`src/vlsc_defs.svh`:
```
// offsets, field positions, reset values and timing figures of the
// regulator configuration block; definitions only
`ifndef VLSC_DEFS_SVH
`define VLSC_DEFS_SVH

`define VLSC_CLK_MHZ 250
`define VLSC_ON_TIME_NS 100

`define VLSC_ADDR_SLOW 12'h044
`define VLSC_ADDR_FAST 12'h046
`define VLSC_ADDR_IIN 12'h066
`define VLSC_ADDR_LLBW 12'h06a
`define VLSC_ADDR_DROOP 12'h250

`define VLSC_RST_SLOW 16'h0000
`define VLSC_RST_FAST 16'h0000
`define VLSC_RST_IIN 16'h0000
`define VLSC_RST_LLBW 16'h0000
`define VLSC_RST_DROOP 16'h0000

`define VLSC_SLOW_LSB 0
`define VLSC_SLOW_MSB 1
`define VLSC_FAST_LSB 12
`define VLSC_FAST_MSB 15
`define VLSC_OFS_LSB 8
`define VLSC_OFS_MSB 13
`define VLSC_GAIN_LSB 4
`define VLSC_GAIN_MSB 7
`define VLSC_RSNS_LSB 0
`define VLSC_RSNS_MSB 3
`define VLSC_RANGE_BIT 6
`define VLSC_BW_LSB 0
`define VLSC_BW_MSB 3

`define VLSC_SP10_BASE_MV 12'h1ea
`define VLSC_SP10_STEP_MV 12'h00a
`define VLSC_SP5_BASE_MV 12'h0f5
`define VLSC_SP5_STEP_MV 12'h005

`define VLSC_DROOP_FINE 30'h00007a1
`define VLSC_DROOP_COARSE 30'h0002710

`define VLSC_BW_STEP_KHZ 10'h01e
`define VLSC_BW_MAX_KHZ 10'h1f4

`define VLSC_RSNS_0 8'h02
`define VLSC_RSNS_1 8'h05
`define VLSC_RSNS_MAX 8'h64
`define VLSC_RSNS_TOP_CODE 4'ha

`define VLSC_GAIN_UNITY 7'h40
`endif

```
`src/vlsc_pkg.sv`:
```
// types shared by the regulator configuration block
package vlsc_pkg;
  typedef struct packed {
    logic wr;
    logic rd;
    logic [11:0] addr;
    logic [15:0] wdata;
  } vlsc_reg_req_type;

  typedef struct packed {
    logic valid;
    logic fast;
    logic [7:0] code;
  } vlsc_code_req_type;

  typedef enum logic [1:0] {
    VLSC_PULSE_IDLE = 2'b01,
    VLSC_PULSE_ON = 2'b10
  } vlsc_pulse_state_type;
endpackage

```
`src/vlsc_top.sv`:
```
// voltage-code decode, strap decode, ramp, load-line, on-time and input
// current settings; register port and code port come from core_clk logic,
// strap and comparator are pins
`include "vlsc_defs.svh"
`timescale 1ns/1ps
`default_nettype none
module vlsc_top #(
  parameter logic [6:0] BASE_ADDR = 7'h40,
  parameter int ON_TIME_NS = `VLSC_ON_TIME_NS
) (
  // clock and reset
  input wire logic core_clk,
  input wire logic rst_n,
  input wire logic ce,
  // register port
  input wire vlsc_pkg::vlsc_reg_req_type reg_req,
  output logic [15:0] reg_rdata_q,
  // voltage code port
  input wire vlsc_pkg::vlsc_code_req_type code_req,
  input wire logic grid_10mv_sel,
  output logic [11:0] setpoint_mv_q,
  output logic output_off_q,
  output logic [3:0] ramp_timing_q,
  output logic ramp_fast_q,
  // strap
  input wire logic [3:0] strap_select_pin,
  output logic strap_done_q,
  output logic [3:0] config_set_q,
  output logic [6:0] bus_addr_q,
  // load line
  output logic [29:0] droop_res_q,
  output logic [9:0] ll_bw_khz_q,
  // on-time pulse
  input wire logic below_thresh,
  output logic hs_gate_q,
  // input current sense
  input wire logic [1:0] iin_sense_mode,
  input wire logic [15:0] iout_ma,
  input wire logic [11:0] vout_mv,
  input wire logic [15:0] vin_mv,
  input wire logic [15:0] shunt_uv,
  output logic use_calc_q,
  output logic use_shunt_q,
  output logic [7:0] rsense_tenth_mohm_q,
  output logic [15:0] iin_ma_q
);
  localparam int ON_CYC_RAW = (ON_TIME_NS * `VLSC_CLK_MHZ) / 1000;
  localparam int ON_CYC = (ON_CYC_RAW < 1) ? 1 : ON_CYC_RAW;

  logic [15:0] slow_ramp_config_q, fast_ramp_config_q;
  logic [15:0] input_current_sense_cfg_q, droop_range_bandwidth_q, droop_resistance_q;
  // register file, each address writes only its own register
  always_ff @(posedge core_clk or negedge rst_n) begin
    if (!rst_n) begin
      slow_ramp_config_q <= `VLSC_RST_SLOW;
      fast_ramp_config_q <= `VLSC_RST_FAST;
      input_current_sense_cfg_q <= `VLSC_RST_IIN;
      droop_range_bandwidth_q <= `VLSC_RST_LLBW;
      droop_resistance_q <= `VLSC_RST_DROOP;
    end else if (ce && reg_req.wr) begin
      if (reg_req.addr == `VLSC_ADDR_SLOW) begin
        slow_ramp_config_q <= reg_req.wdata;
      end else if (reg_req.addr == `VLSC_ADDR_FAST) begin
        fast_ramp_config_q <= reg_req.wdata;
      end else if (reg_req.addr == `VLSC_ADDR_IIN) begin
        input_current_sense_cfg_q <= reg_req.wdata;
      end else if (reg_req.addr == `VLSC_ADDR_LLBW) begin
        droop_range_bandwidth_q <= reg_req.wdata;
      end else if (reg_req.addr == `VLSC_ADDR_DROOP) begin
        droop_resistance_q <= reg_req.wdata;
      end
    end
  end

  // read data, one cycle after the read strobe; unmapped reads zero
  always_ff @(posedge core_clk or negedge rst_n) begin
    if (!rst_n) begin
      reg_rdata_q <= 16'h0000;
    end else if (ce && reg_req.rd) begin
      if (reg_req.addr == `VLSC_ADDR_SLOW) begin
        reg_rdata_q <= slow_ramp_config_q;
      end else if (reg_req.addr == `VLSC_ADDR_FAST) begin
        reg_rdata_q <= fast_ramp_config_q;
      end else if (reg_req.addr == `VLSC_ADDR_IIN) begin
        reg_rdata_q <= input_current_sense_cfg_q;
      end else if (reg_req.addr == `VLSC_ADDR_LLBW) begin
        reg_rdata_q <= droop_range_bandwidth_q;
      end else if (reg_req.addr == `VLSC_ADDR_DROOP) begin
        reg_rdata_q <= droop_resistance_q;
      end else begin
        reg_rdata_q <= 16'h0000;
      end
    end
  end

  // pin synchronisers
  logic [3:0] strap_s1_q, strap_s2_q;
  logic grid_s1_q, grid_s2_q, cmp_s1_q, cmp_s2_q, cmp_s3_q;
  logic [1:0] strap_wait_q;
  always_ff @(posedge core_clk or negedge rst_n) begin
    if (!rst_n) begin
      strap_s1_q <= 4'h0;
      strap_s2_q <= 4'h0;
      grid_s1_q <= 1'b0;
      grid_s2_q <= 1'b0;
      cmp_s1_q <= 1'b0;
      cmp_s2_q <= 1'b0;
      cmp_s3_q <= 1'b0;
    end else if (ce) begin
      strap_s1_q <= strap_select_pin;
      strap_s2_q <= strap_s1_q;
      grid_s1_q <= grid_10mv_sel;
      grid_s2_q <= grid_s1_q;
      cmp_s1_q <= below_thresh;
      cmp_s2_q <= cmp_s1_q;
      cmp_s3_q <= cmp_s2_q;
    end
  end

  // strap caught once, after the synchroniser has filled
  always_ff @(posedge core_clk or negedge rst_n) begin
    if (!rst_n) begin
      strap_wait_q <= 2'h0;
      strap_done_q <= 1'b0;
      config_set_q <= 4'h0;
      bus_addr_q <= 7'h00;
    end else if (ce && !strap_done_q) begin
      if (strap_wait_q == 2'h2) begin
        strap_done_q <= 1'b1;
        config_set_q <= strap_s2_q;
        bus_addr_q <= BASE_ADDR + {3'h0, strap_s2_q};
      end else begin
        strap_wait_q <= strap_wait_q + 2'h1;
      end
    end
  end

  // voltage code decode and ramp selection
  logic [11:0] code_ext;
  assign code_ext = {4'h0, code_req.code};
  always_ff @(posedge core_clk or negedge rst_n) begin
    if (!rst_n) begin
      setpoint_mv_q <= 12'h000;
      output_off_q <= 1'b1;
      ramp_timing_q <= 4'h0;
      ramp_fast_q <= 1'b0;
    end else if (ce && code_req.valid) begin
      output_off_q <= (code_req.code == 8'h00);
      if (code_req.code == 8'h00) begin
        setpoint_mv_q <= 12'h000;
      end else if (grid_s2_q) begin
        setpoint_mv_q <= `VLSC_SP10_BASE_MV + code_ext * `VLSC_SP10_STEP_MV;
      end else begin
        setpoint_mv_q <= `VLSC_SP5_BASE_MV + code_ext * `VLSC_SP5_STEP_MV;
      end
      ramp_fast_q <= code_req.fast;
      if (code_req.fast) begin
        ramp_timing_q <= fast_ramp_config_q[`VLSC_FAST_MSB:`VLSC_FAST_LSB];
      end else begin
        ramp_timing_q <= {2'h0, slow_ramp_config_q[`VLSC_SLOW_MSB:`VLSC_SLOW_LSB]};
      end
    end
  end

  // load-line resistance in 0.01 micro-ohm and bandwidth in kHz
  logic [9:0] bw_raw;
  assign bw_raw = {6'h00, droop_range_bandwidth_q[`VLSC_BW_MSB:`VLSC_BW_LSB]} + 10'h001;
  always_ff @(posedge core_clk or negedge rst_n) begin
    if (!rst_n) begin
      droop_res_q <= 30'h0000000;
      ll_bw_khz_q <= 10'h000;
    end else if (ce) begin
      if (droop_range_bandwidth_q[`VLSC_RANGE_BIT]) begin
        droop_res_q <= {14'h0000, droop_resistance_q} * `VLSC_DROOP_COARSE;
      end else begin
        droop_res_q <= {14'h0000, droop_resistance_q} * `VLSC_DROOP_FINE;
      end
      if (bw_raw * `VLSC_BW_STEP_KHZ > `VLSC_BW_MAX_KHZ) begin
        ll_bw_khz_q <= `VLSC_BW_MAX_KHZ;
      end else begin
        ll_bw_khz_q <= bw_raw * `VLSC_BW_STEP_KHZ;
      end
    end
  end

  // fixed on-time pulse; falls below threshold during a pulse are ignored
  vlsc_pkg::vlsc_pulse_state_type pulse_q;
  logic [15:0] on_cnt_q;
  logic switching_seen_q;
  always_ff @(posedge core_clk or negedge rst_n) begin
    if (!rst_n) begin
      pulse_q <= vlsc_pkg::VLSC_PULSE_IDLE;
      on_cnt_q <= 16'h0000;
      hs_gate_q <= 1'b0;
      switching_seen_q <= 1'b0;
    end else if (ce) begin
      case (pulse_q)
        vlsc_pkg::VLSC_PULSE_IDLE: begin
          if (cmp_s2_q && !cmp_s3_q && !output_off_q) begin
            pulse_q <= vlsc_pkg::VLSC_PULSE_ON;
            hs_gate_q <= 1'b1;
            on_cnt_q <= 16'h0000;
            switching_seen_q <= 1'b1;
          end
        end
        vlsc_pkg::VLSC_PULSE_ON: begin
          if (on_cnt_q == 16'(ON_CYC - 1)) begin
            pulse_q <= vlsc_pkg::VLSC_PULSE_IDLE;
            hs_gate_q <= 1'b0;
          end else begin
            on_cnt_q <= on_cnt_q + 16'h0001;
          end
        end
        default: begin
          pulse_q <= vlsc_pkg::VLSC_PULSE_IDLE;
          hs_gate_q <= 1'b0;
        end
      endcase
    end
  end

  // input current: shunt code, calculated and shunt estimates, user correction
  logic [3:0] rs_code;
  logic [7:0] rs_dec;
  logic [31:0] calc_ma, shunt_ma, base_ma, scaled_ma;
  logic signed [33:0] corr_ma;
  logic [6:0] gain_mul;
  assign rs_code = input_current_sense_cfg_q[`VLSC_RSNS_MSB:`VLSC_RSNS_LSB];
  always_comb begin
    if (rs_code == 4'h0) begin
      rs_dec = `VLSC_RSNS_0;
    end else if (rs_code == 4'h1) begin
      rs_dec = `VLSC_RSNS_1;
    end else if (rs_code > `VLSC_RSNS_TOP_CODE) begin
      rs_dec = `VLSC_RSNS_MAX;
    end else begin
      rs_dec = 8'({4'h0, rs_code} - 8'h01) * 8'h0a;
    end
  end
  always_comb begin
    calc_ma = 32'h00000000;
    if (switching_seen_q && vin_mv != 16'h0000) begin
      calc_ma = ({16'h0000, iout_ma} * {20'h00000, vout_mv}) / {16'h0000, vin_mv};
    end
    shunt_ma = ({16'h0000, shunt_uv} * 32'h0000000a) / {24'h000000, rs_dec};
    if (iin_sense_mode == 2'h0) begin
      base_ma = calc_ma;
    end else if (iin_sense_mode == 2'h1) begin
      base_ma = shunt_ma;
    end else begin
      base_ma = (calc_ma + shunt_ma) >> 1;
    end
    gain_mul = `VLSC_GAIN_UNITY + {{3{input_current_sense_cfg_q[`VLSC_GAIN_MSB]}},
      input_current_sense_cfg_q[`VLSC_GAIN_MSB:`VLSC_GAIN_LSB]};
    scaled_ma = (base_ma * {25'h0000000, gain_mul}) >> 6;
    corr_ma = $signed({2'b00, scaled_ma}) + 34'($signed(
      input_current_sense_cfg_q[`VLSC_OFS_MSB:`VLSC_OFS_LSB]));
  end
  always_ff @(posedge core_clk or negedge rst_n) begin
    if (!rst_n) begin
      use_calc_q <= 1'b0;
      use_shunt_q <= 1'b0;
      rsense_tenth_mohm_q <= 8'h00;
      iin_ma_q <= 16'h0000;
    end else if (ce) begin
      use_calc_q <= (iin_sense_mode != 2'h1);
      use_shunt_q <= (iin_sense_mode != 2'h0);
      rsense_tenth_mohm_q <= rs_dec;
      if (corr_ma < 0) begin
        iin_ma_q <= 16'h0000;
      end else if (corr_ma > 34'sh000ffff) begin
        iin_ma_q <= 16'hffff;
      end else begin
        iin_ma_q <= corr_ma[15:0];
      end
    end
  end

  a_zero_code_off: assert property (@(posedge core_clk) disable iff (!rst_n)
    (ce && code_req.valid && code_req.code == 8'h00) |=> (output_off_q && setpoint_mv_q == 12'h000))
    else $error("zero code did not turn output off");
  a_grid_ten_map: assert property (@(posedge core_clk) disable iff (!rst_n)
    (ce && code_req.valid && code_req.code != 8'h00 && grid_s2_q) |=>
    (setpoint_mv_q == 12'd490 + 12'd10 * {4'h0, $past(code_req.code)}))
    else $error("10 mV grid setpoint wrong");
  a_grid_five_map: assert property (@(posedge core_clk) disable iff (!rst_n)
    (ce && code_req.valid && code_req.code != 8'h00 && !grid_s2_q) |=>
    (setpoint_mv_q == 12'd245 + 12'd5 * {4'h0, $past(code_req.code)}))
    else $error("5 mV grid setpoint wrong");
  a_strap_addr_sum: assert property (@(posedge core_clk) disable iff (!rst_n)
    (strap_done_q |-> bus_addr_q == BASE_ADDR + {3'h0, config_set_q}) and
    ($past(strap_done_q) |-> $stable(config_set_q)))
    else $error("strap address or set changed");
  a_ramp_field_pick: assert property (@(posedge core_clk) disable iff (!rst_n)
    (ce && code_req.valid && code_req.fast) |=> (ramp_timing_q == $past(fast_ramp_config_q[15:12])))
    else $error("fast ramp timing not taken");
  a_droop_weight: assert property (@(posedge core_clk) disable iff (!rst_n)
    (ce && droop_range_bandwidth_q[6]) |=>
    (droop_res_q == {14'h0000, $past(droop_resistance_q)} * 30'd10000))
    else $error("coarse droop weight wrong");
  a_bw_step_size: assert property (@(posedge core_clk) disable iff (!rst_n)
    ce |=> (ll_bw_khz_q ==
    10'd30 * ({6'h00, $past(droop_range_bandwidth_q[3:0])} + 10'd1)))
    else $error("bandwidth step wrong");
  a_pulse_on_time: assert property (@(posedge core_clk) disable iff (!rst_n)
    (hs_gate_q |-> on_cnt_q < 16'(ON_CYC)) and ($rose(hs_gate_q) |-> on_cnt_q == 16'h0000) and
    ($fell(hs_gate_q) |-> $past(on_cnt_q) == 16'(ON_CYC - 1)))
    else $error("on-time pulse length wrong");
  a_sense_mode_map: assert property (@(posedge core_clk) disable iff (!rst_n)
    ce |=> (use_calc_q == ($past(iin_sense_mode[1]) | !$past(iin_sense_mode[0])) &&
    use_shunt_q == ($past(iin_sense_mode[1]) | $past(iin_sense_mode[0]))))
    else $error("sense mode decode wrong");
  a_shunt_top_code: assert property (@(posedge core_clk) disable iff (!rst_n)
    (ce && rs_code >= 4'hb) |=> (rsense_tenth_mohm_q == 8'd100))
    else $error("shunt code above 10 not 10 milliohm");
endmodule
`default_nettype wire

```
`config.mk`:
```
export PLATFORM = sky130hd
export DESIGN_NAME = vlsc_top
export DESIGN_NICKNAME = d
export VERILOG_FILES = /design/src/vlsc_pkg.sv /design/src/vlsc_top.sv
export VERILOG_INCLUDE_DIRS = /design/src
export SDC_FILE = /design/constraint.sdc
export NUM_CORES = 2
export LEC_CHECK = 0
export ABC_AREA = 1
export BUFFER_PORTS_ARGS = -buffer_cell sky130_fd_sc_hd__buf_2
export CAP_MARGIN = 20
export CORE_MARGIN = 8
export CORE_UTILIZATION = 55
export CTS_BUF_LIST = sky130_fd_sc_hd__clkbuf_8
export CTS_CLUSTER_DIAMETER = 120
export DETAILED_ROUTE_END_ITERATION = 8
export PLACE_DENSITY_LB_ADDON = 0.15
export SLEW_MARGIN = 10
export SYNTH_ARGS = -nofsm -noshare
export SYNTH_HDL_FRONTEND = slang
export SYNTH_SLANG_ARGS = --single-unit
```
`constraint.sdc`:
```
create_clock -name core_clk -period 144.1 [get_ports core_clk]
set_input_delay 14.41 -clock core_clk [delete_from_list [all_inputs] [get_ports core_clk]]
set_output_delay 14.41 -clock core_clk [all_outputs]
set_load 0.02 [all_outputs]
```
; ---- Word-level counts from Yosys, hierarchy flattened
; Cells that the tools add are included.
[op_classes]
n_addsub = 10
mul = 9
div = 2
order_cmp = 4
eq_ne = 15
shifts = 0
mux = 27
n_bitwise = 5
reduce_logical = 26
[ops]
columns = operator, n
row1 = two-way mux 16 bit, 9
row2 = two-way mux 32 bit, 3
row3 = "equality test 12 x 7 -> 1 bit, second input constant", 4
row4 = adder 32 bit, 1
row5 = divider 20 x 8 -> 32 bit, 1
row6 = divider 28 x 16 -> 32 bit, 1
row7 = multiplier 32 x 7 -> 32 bit, 1
row8 = case mux 16 bit (2 select lines), 1
row9 = two-way mux 30 bit, 1
row10 = adder 27 x 6 -> 28 bit, 1
row11 = "> comparator 28 x 17 -> 1 bit, second input constant", 1
row12 = "< comparator 28 x 1 -> 1 bit, second input constant", 1
row13 = multiplier 16 x 12 -> 28 bit, 1
row14 = "multiplier 16 x 11 -> 27 bit, second input constant", 1
row15 = "multiplier 16 x 10 -> 26 bit, second input constant", 1
row16 = two-way mux 12 bit, 2
row17 = two-way mux 8 bit, 3
row18 = "multiplier 8 x 3 -> 11 bit, second input constant", 2
row19 = "multiplier 16 x 3 -> 19 bit, second input constant", 1
row20 = "adder 16 x 1 -> 16 bit, second input constant", 1
row21 = "equality test 16 x 5 -> 1 bit, second input constant", 1
row22 = nonzero test 16 bit, 1
row23 = "adder 8 x 11 -> 12 bit, first input constant", 1
row24 = "adder 9 x 12 -> 12 bit, first input constant", 1
row25 = 33 further kinds, 57
[totals]
ff_bits = 227
latchBits = 0
ramBits = 0
rom_bits = 0
in_bits = 111
elab_cells = 129
memories = 0

; ---- Logic depth before layout (Yosys ltp)
[depth]
ltp_word = 14
ltp_mapped = 729
mapped_depth_nobuf = 685

; ---- Least setup slack after synthesis
; OpenSTA, ideal clock, no wires.
[synth_path]
path_type = input to register
from = in vout_mv[5]
to = reg iin_ma_q[0]
setup_time_ns = 0.083
t_arrival_ns = 113.085
required_ns = 144.017
slack_ns = 30.933
stages = 703
n_path_buf = 46
path_cell_list = clkbuf_1 > clkbuf_1 > nand2_1 > fa_1 > fa_1 > inv_1 > ha_1 > fa_1 > inv_1 > fa_1 > inv_1 > ha_1 > nand2_1 > nor2_1 > nand2_1 > o211ai_1 > a31oi_1 > o21ai_0 > [... 667 more ...] > a21oi_1 > o21ai_0 > a21oi_1 > o21bai_1 > nand3_1 > nand2_1 > nand3_1 > nand2_1 > nand3_1 > nand2_1 > a21oi_1 > inv_1 > or2_2 > nand2_1 > a32oi_1 > clkbuf_1 > nor2_1 > o21ai_0
[synth_between]
elab_chain_len = 11
elab_cells_between_ends = 12
[synth_rtl]
columns = element, line_no
row1 = "start, declared", vlsc_top.sv:39  ; input wire logic [11:0] vout_mv,
row2 = multiplier 16 x 12 -> 28 bit (*), vlsc_top.sv:243  ; calc_ma = ({16'h0000, iout_ma} * {20'h00000, vout_mv}) / {16'h0000, vin_mv};
row3 = divider 28 x 16 -> 32 bit (*), vlsc_top.sv:243
row4 = two-way mux 32 bit (*), vlsc_top.sv:242  ; if (switching_seen_q && vin_mv != 16'h0000) begin
row5 = adder 32 bit, vlsc_top.sv:251  ; base_ma = (calc_ma + shunt_ma) >> 1;
row6 = two-way mux 32 bit, vlsc_top.sv:248  ; end else if (iin_sense_mode == 2'h1) begin
row7 = two-way mux 32 bit (*), vlsc_top.sv:246  ; if (iin_sense_mode == 2'h0) begin
row8 = multiplier 32 x 7 -> 32 bit (*), vlsc_top.sv:255  ; scaled_ma = (base_ma * {25'h0000000, gain_mul}) >> 6;
row9 = adder 27 x 6 -> 28 bit (*), vlsc_top.sv:256  ; corr_ma = $signed({2'b00, scaled_ma}) + 34'($signed(
row10 = > comparator 28 x 17 -> 1 bit, vlsc_top.sv:271  ; end else if (corr_ma > 34'sh000ffff) begin
row11 = two-way mux 16 bit, vlsc_top.sv:271
row12 = two-way mux 16 bit (*), vlsc_top.sv:269  ; if (corr_ma < 0) begin
row13 = "end signal, assigned", vlsc_top.sv:274  ; iin_ma_q <= corr_ma[15:0];
row14 = "end, declared", vlsc_top.sv:45  ; output logic [15:0] iin_ma_q
; Every way passes the cells marked *; elsewhere a longest branch is shown, timed or not.
; A chain may end at the register's enable or synchronous reset.

; ---- Worst setup path after layout
[layout_path]
from = in vout_mv[5]
to = reg iin_ma_q[5]
; The elaborated chain is that of the path after synthesis.

==> results.ini <==
[sta]
finalSetupViolCount=0
hold_violations=0
slew_headroom_pct=28.8
slew_violations=0
worst_pin_slew_ns=1.07
layout_setup_ws_ns=15.84
grt_setup_unrepaired=false
finalClockSkew_ns=0.0216
fmax_mhz=7.80
period_share_pct=89.0
fin_crit_ns=128.26
fin_tns_setup_ns=0

[setup_path]
slowest_delay_ns=0.75
crit_top_cell=a21oi_1
required_ns=144.54
end_kind=flip-flop
critical_path.slowest_cell=a21oi_1
crit_type=input pin to flip-flop
cp-start-kind=input pin
worstPathArrival_ns=128.69
path_max_fanout=31

[logic_synthesis]
netlist_area_mm2=0.0778
yosys.area.top_type=ha_1
syn_avg_cell_area_um2=6.57
synth-edff-count=0
yosysWarnings=0
ys_seq_elements=218
synth_flop_cell=dfrtp_1
synth_cell_types=97
syn_inst=11800
synthTopCellsByCount=nand2_1, inv_1, ha_1
synthTopCellsByArea=ha_1, nand2_1, inv_1
synth.top_cell.area_share_pct=16.7
synth_sequential_area_ratio_pct=7.01
yosysMostFrequentCell=nand2_1
synthArstFlopShare_pct=100

[cts]
clockBufferDepth=3
cts_resized=0
insertion_delay_ns=0.54
root_buffer=clkbuf_8
clock_sinks=218
clkTransAtPathRegs_ns=0.06
cts_setup_buffers=0
hold_buffers=0
cts_tree=built
ctsHtreeMaxLevel=2
cts_buffers=35

[drt]
drc=0
wl_met1_mm=103
drt_first_pass_iters=8
ant_nets=0
routed.top_layer=met5
wl_per_cell_um=16.3
wl_met3_mm=12.4
drt_iter0_markers=4634
route.met2.wl_mm=103
vias=75900
totalWireLength_mm=226
post_drt_via_cell_ratio=5.49

[layout]
fin_nets=13400
post-route-util_pct=57.4
layout-drive-gt1-share_pct=11.4
area_delta_synth_final_pct=3.94

[die]
io_pins=224
row_count=138
coreArea_mm2=0.141
die_height_um=392
die_area_mm2=0.154
start_util_pct=55.2
die_x_um=392

[run_status]
status=finished clean

[global_route]
grt_overflow=0
grt_usage_pct=28.3
grt_first_pass_wirelength_mm=367
grt_antenna_before_repair=12
grt_pass1_vias=72900
grt_max_degree=102

[placed_design]
portBuffers=220
place_hpwl_mm=189
gp_congestion=0.950
place_ws_ns=16.36

[hold_path]
hold_class=flip-flop to flip-flop

[run]
max-cap-violations=0

routing by layer:
| metal | GRT usage (%) | up-vias |
|---|---|---|
| li1 | - | 38500 |
| met1 | 38.0 | 35000 |
| met2 | 48.7 | 1996 |
| met3 | 2.48 | 357 |
| met4 | 7.94 | 8 |
| met5 | 0 | - |
state kept, by name, summed over array words and instances (netlist names), 8 cells and up:
signal	cells
droop_res_q	30
droop_range_bandwidth_q	16
droop_resistance_q	16
fast_ramp_config_q	16
iin_ma_q	16
input_current_sense_cfg_q	16
on_cnt_q	16
reg_rdata_q	16
slow_ramp_config_q	16
setpoint_mv_q	12
ll_bw_khz_q	9
rsense_tenth_mohm_q	8
cell usage in the layout (no fill, tap or decap), types with 17 or more instances in the layout:
cell,Yosys,final
clkinv_2,32,35
inv_4,17,17
dfrtp_1,216,216
o21ai_0,752,752
buf_2,17,219
o21ai_2,46,46
a21o_1,91,91
nand3_4,39,39
fa_1,329,329
a31oi_1,64,64
xnor2_1,255,255
a21oi_1,620,620
o22ai_1,17,17
o21ai_1,67,67
nand3_1,617,617
nand3_2,129,129
nand4_1,212,212
conb_1,1,19
ha_1,1036,1036
xor2_1,411,411
o221ai_1,25,25
o211ai_1,52,52
nor2_2,108,110
inv_2,83,84
nand2_1,2608,2608
or2_2,83,83
nor2_1,852,850
buf_4,13,50
clkbuf_8,11,42
nand2_4,110,110
inv_1,1879,1887
nand2_2,213,213
o21a_1,21,21
nor2_4,68,68
nor3_1,90,90
o21bai_1,94,94
nor4_1,21,20
o31ai_1,40,40
nand3b_1,47,47
clkinv_1,30,30
critical path: cells and delay by family:
family | cells | cell delay [ns]
XOR/XNOR | 3 | 0.55
buffers and inverters | 131 | 18.37
adder cells (fa/ha/maj) | 41 | 14.83
AND/OR/NAND/NOR | 204 | 23.69
AO/OA/AOI/OAI | 280 | 56.52
through the flow:
stage	cell area [um2]	hold WS [ns]	cells
2_1_floorplan	77900	0.442	11900
3_3_place_gp	80000	0.456	13800
3_5_place_dp	80000	0.462	13800
4_1_cts	80800	0.476	13800
5_1_grt	80900	0.491	13800
6_report	80900	0.476	13800
area by class of cell:
| class | count | area [um2] |
|---|---|---|
| Clock inverter | 20 | 199 |
| Multi-Input combinational cell | 9315 | 62800 |
| Timing Repair Buffer | 275 | 1560 |
| Sequential cell | 218 | 5460 |
| Tap cell | 1890 | 2360 |
| Clock buffer | 42 | 578 |
| Fill cell | 14000 | 60200 |
| Inverter | 2058 | 7950 |
| Antenna cell | 5 | 12.5 |
path summary, 6_finish.rpt:
kind	from	end	slack [ns]	cells past startpoint
max reg2reg	input_current_sense_cfg_q[0]	iin_ma_q[5]	55.46	480
max	vout_mv[5]	iin_ma_q[5]	15.84	659
max in group asynchronous	rst_n	slow_ramp_config_q[10]	128.72	2
min reg2reg	reg_rdata_q[14]	reg_rdata_q[14]	0.48	2
min	reg_rdata_q[14]	reg_rdata_q[14]	0.48	2
min in group asynchronous	rst_n	setpoint_mv_q[7]	13.90	1
kinds of logic (layout without fill, tap and decap cells):
logic type,after synthesis,after routing,share of synthesized area [%]
AO/OA/AOI/OAI,1976,1976,14.6
XOR/XNOR,666,666,7.49
adder cells (fa/ha/maj),1365,1365,25.1
buffers and inverters,2333,2395,12.4
flip-flops,218,218,7.01
multiplexers,5,5,0.0643
other,1,24,0.00482
AND/OR/NAND/NOR,5284,5284,33.2
Power is left out: the tool's default activity adds up to more than one toggle a clock period on the data nets, which glitch-free logic cannot reach.
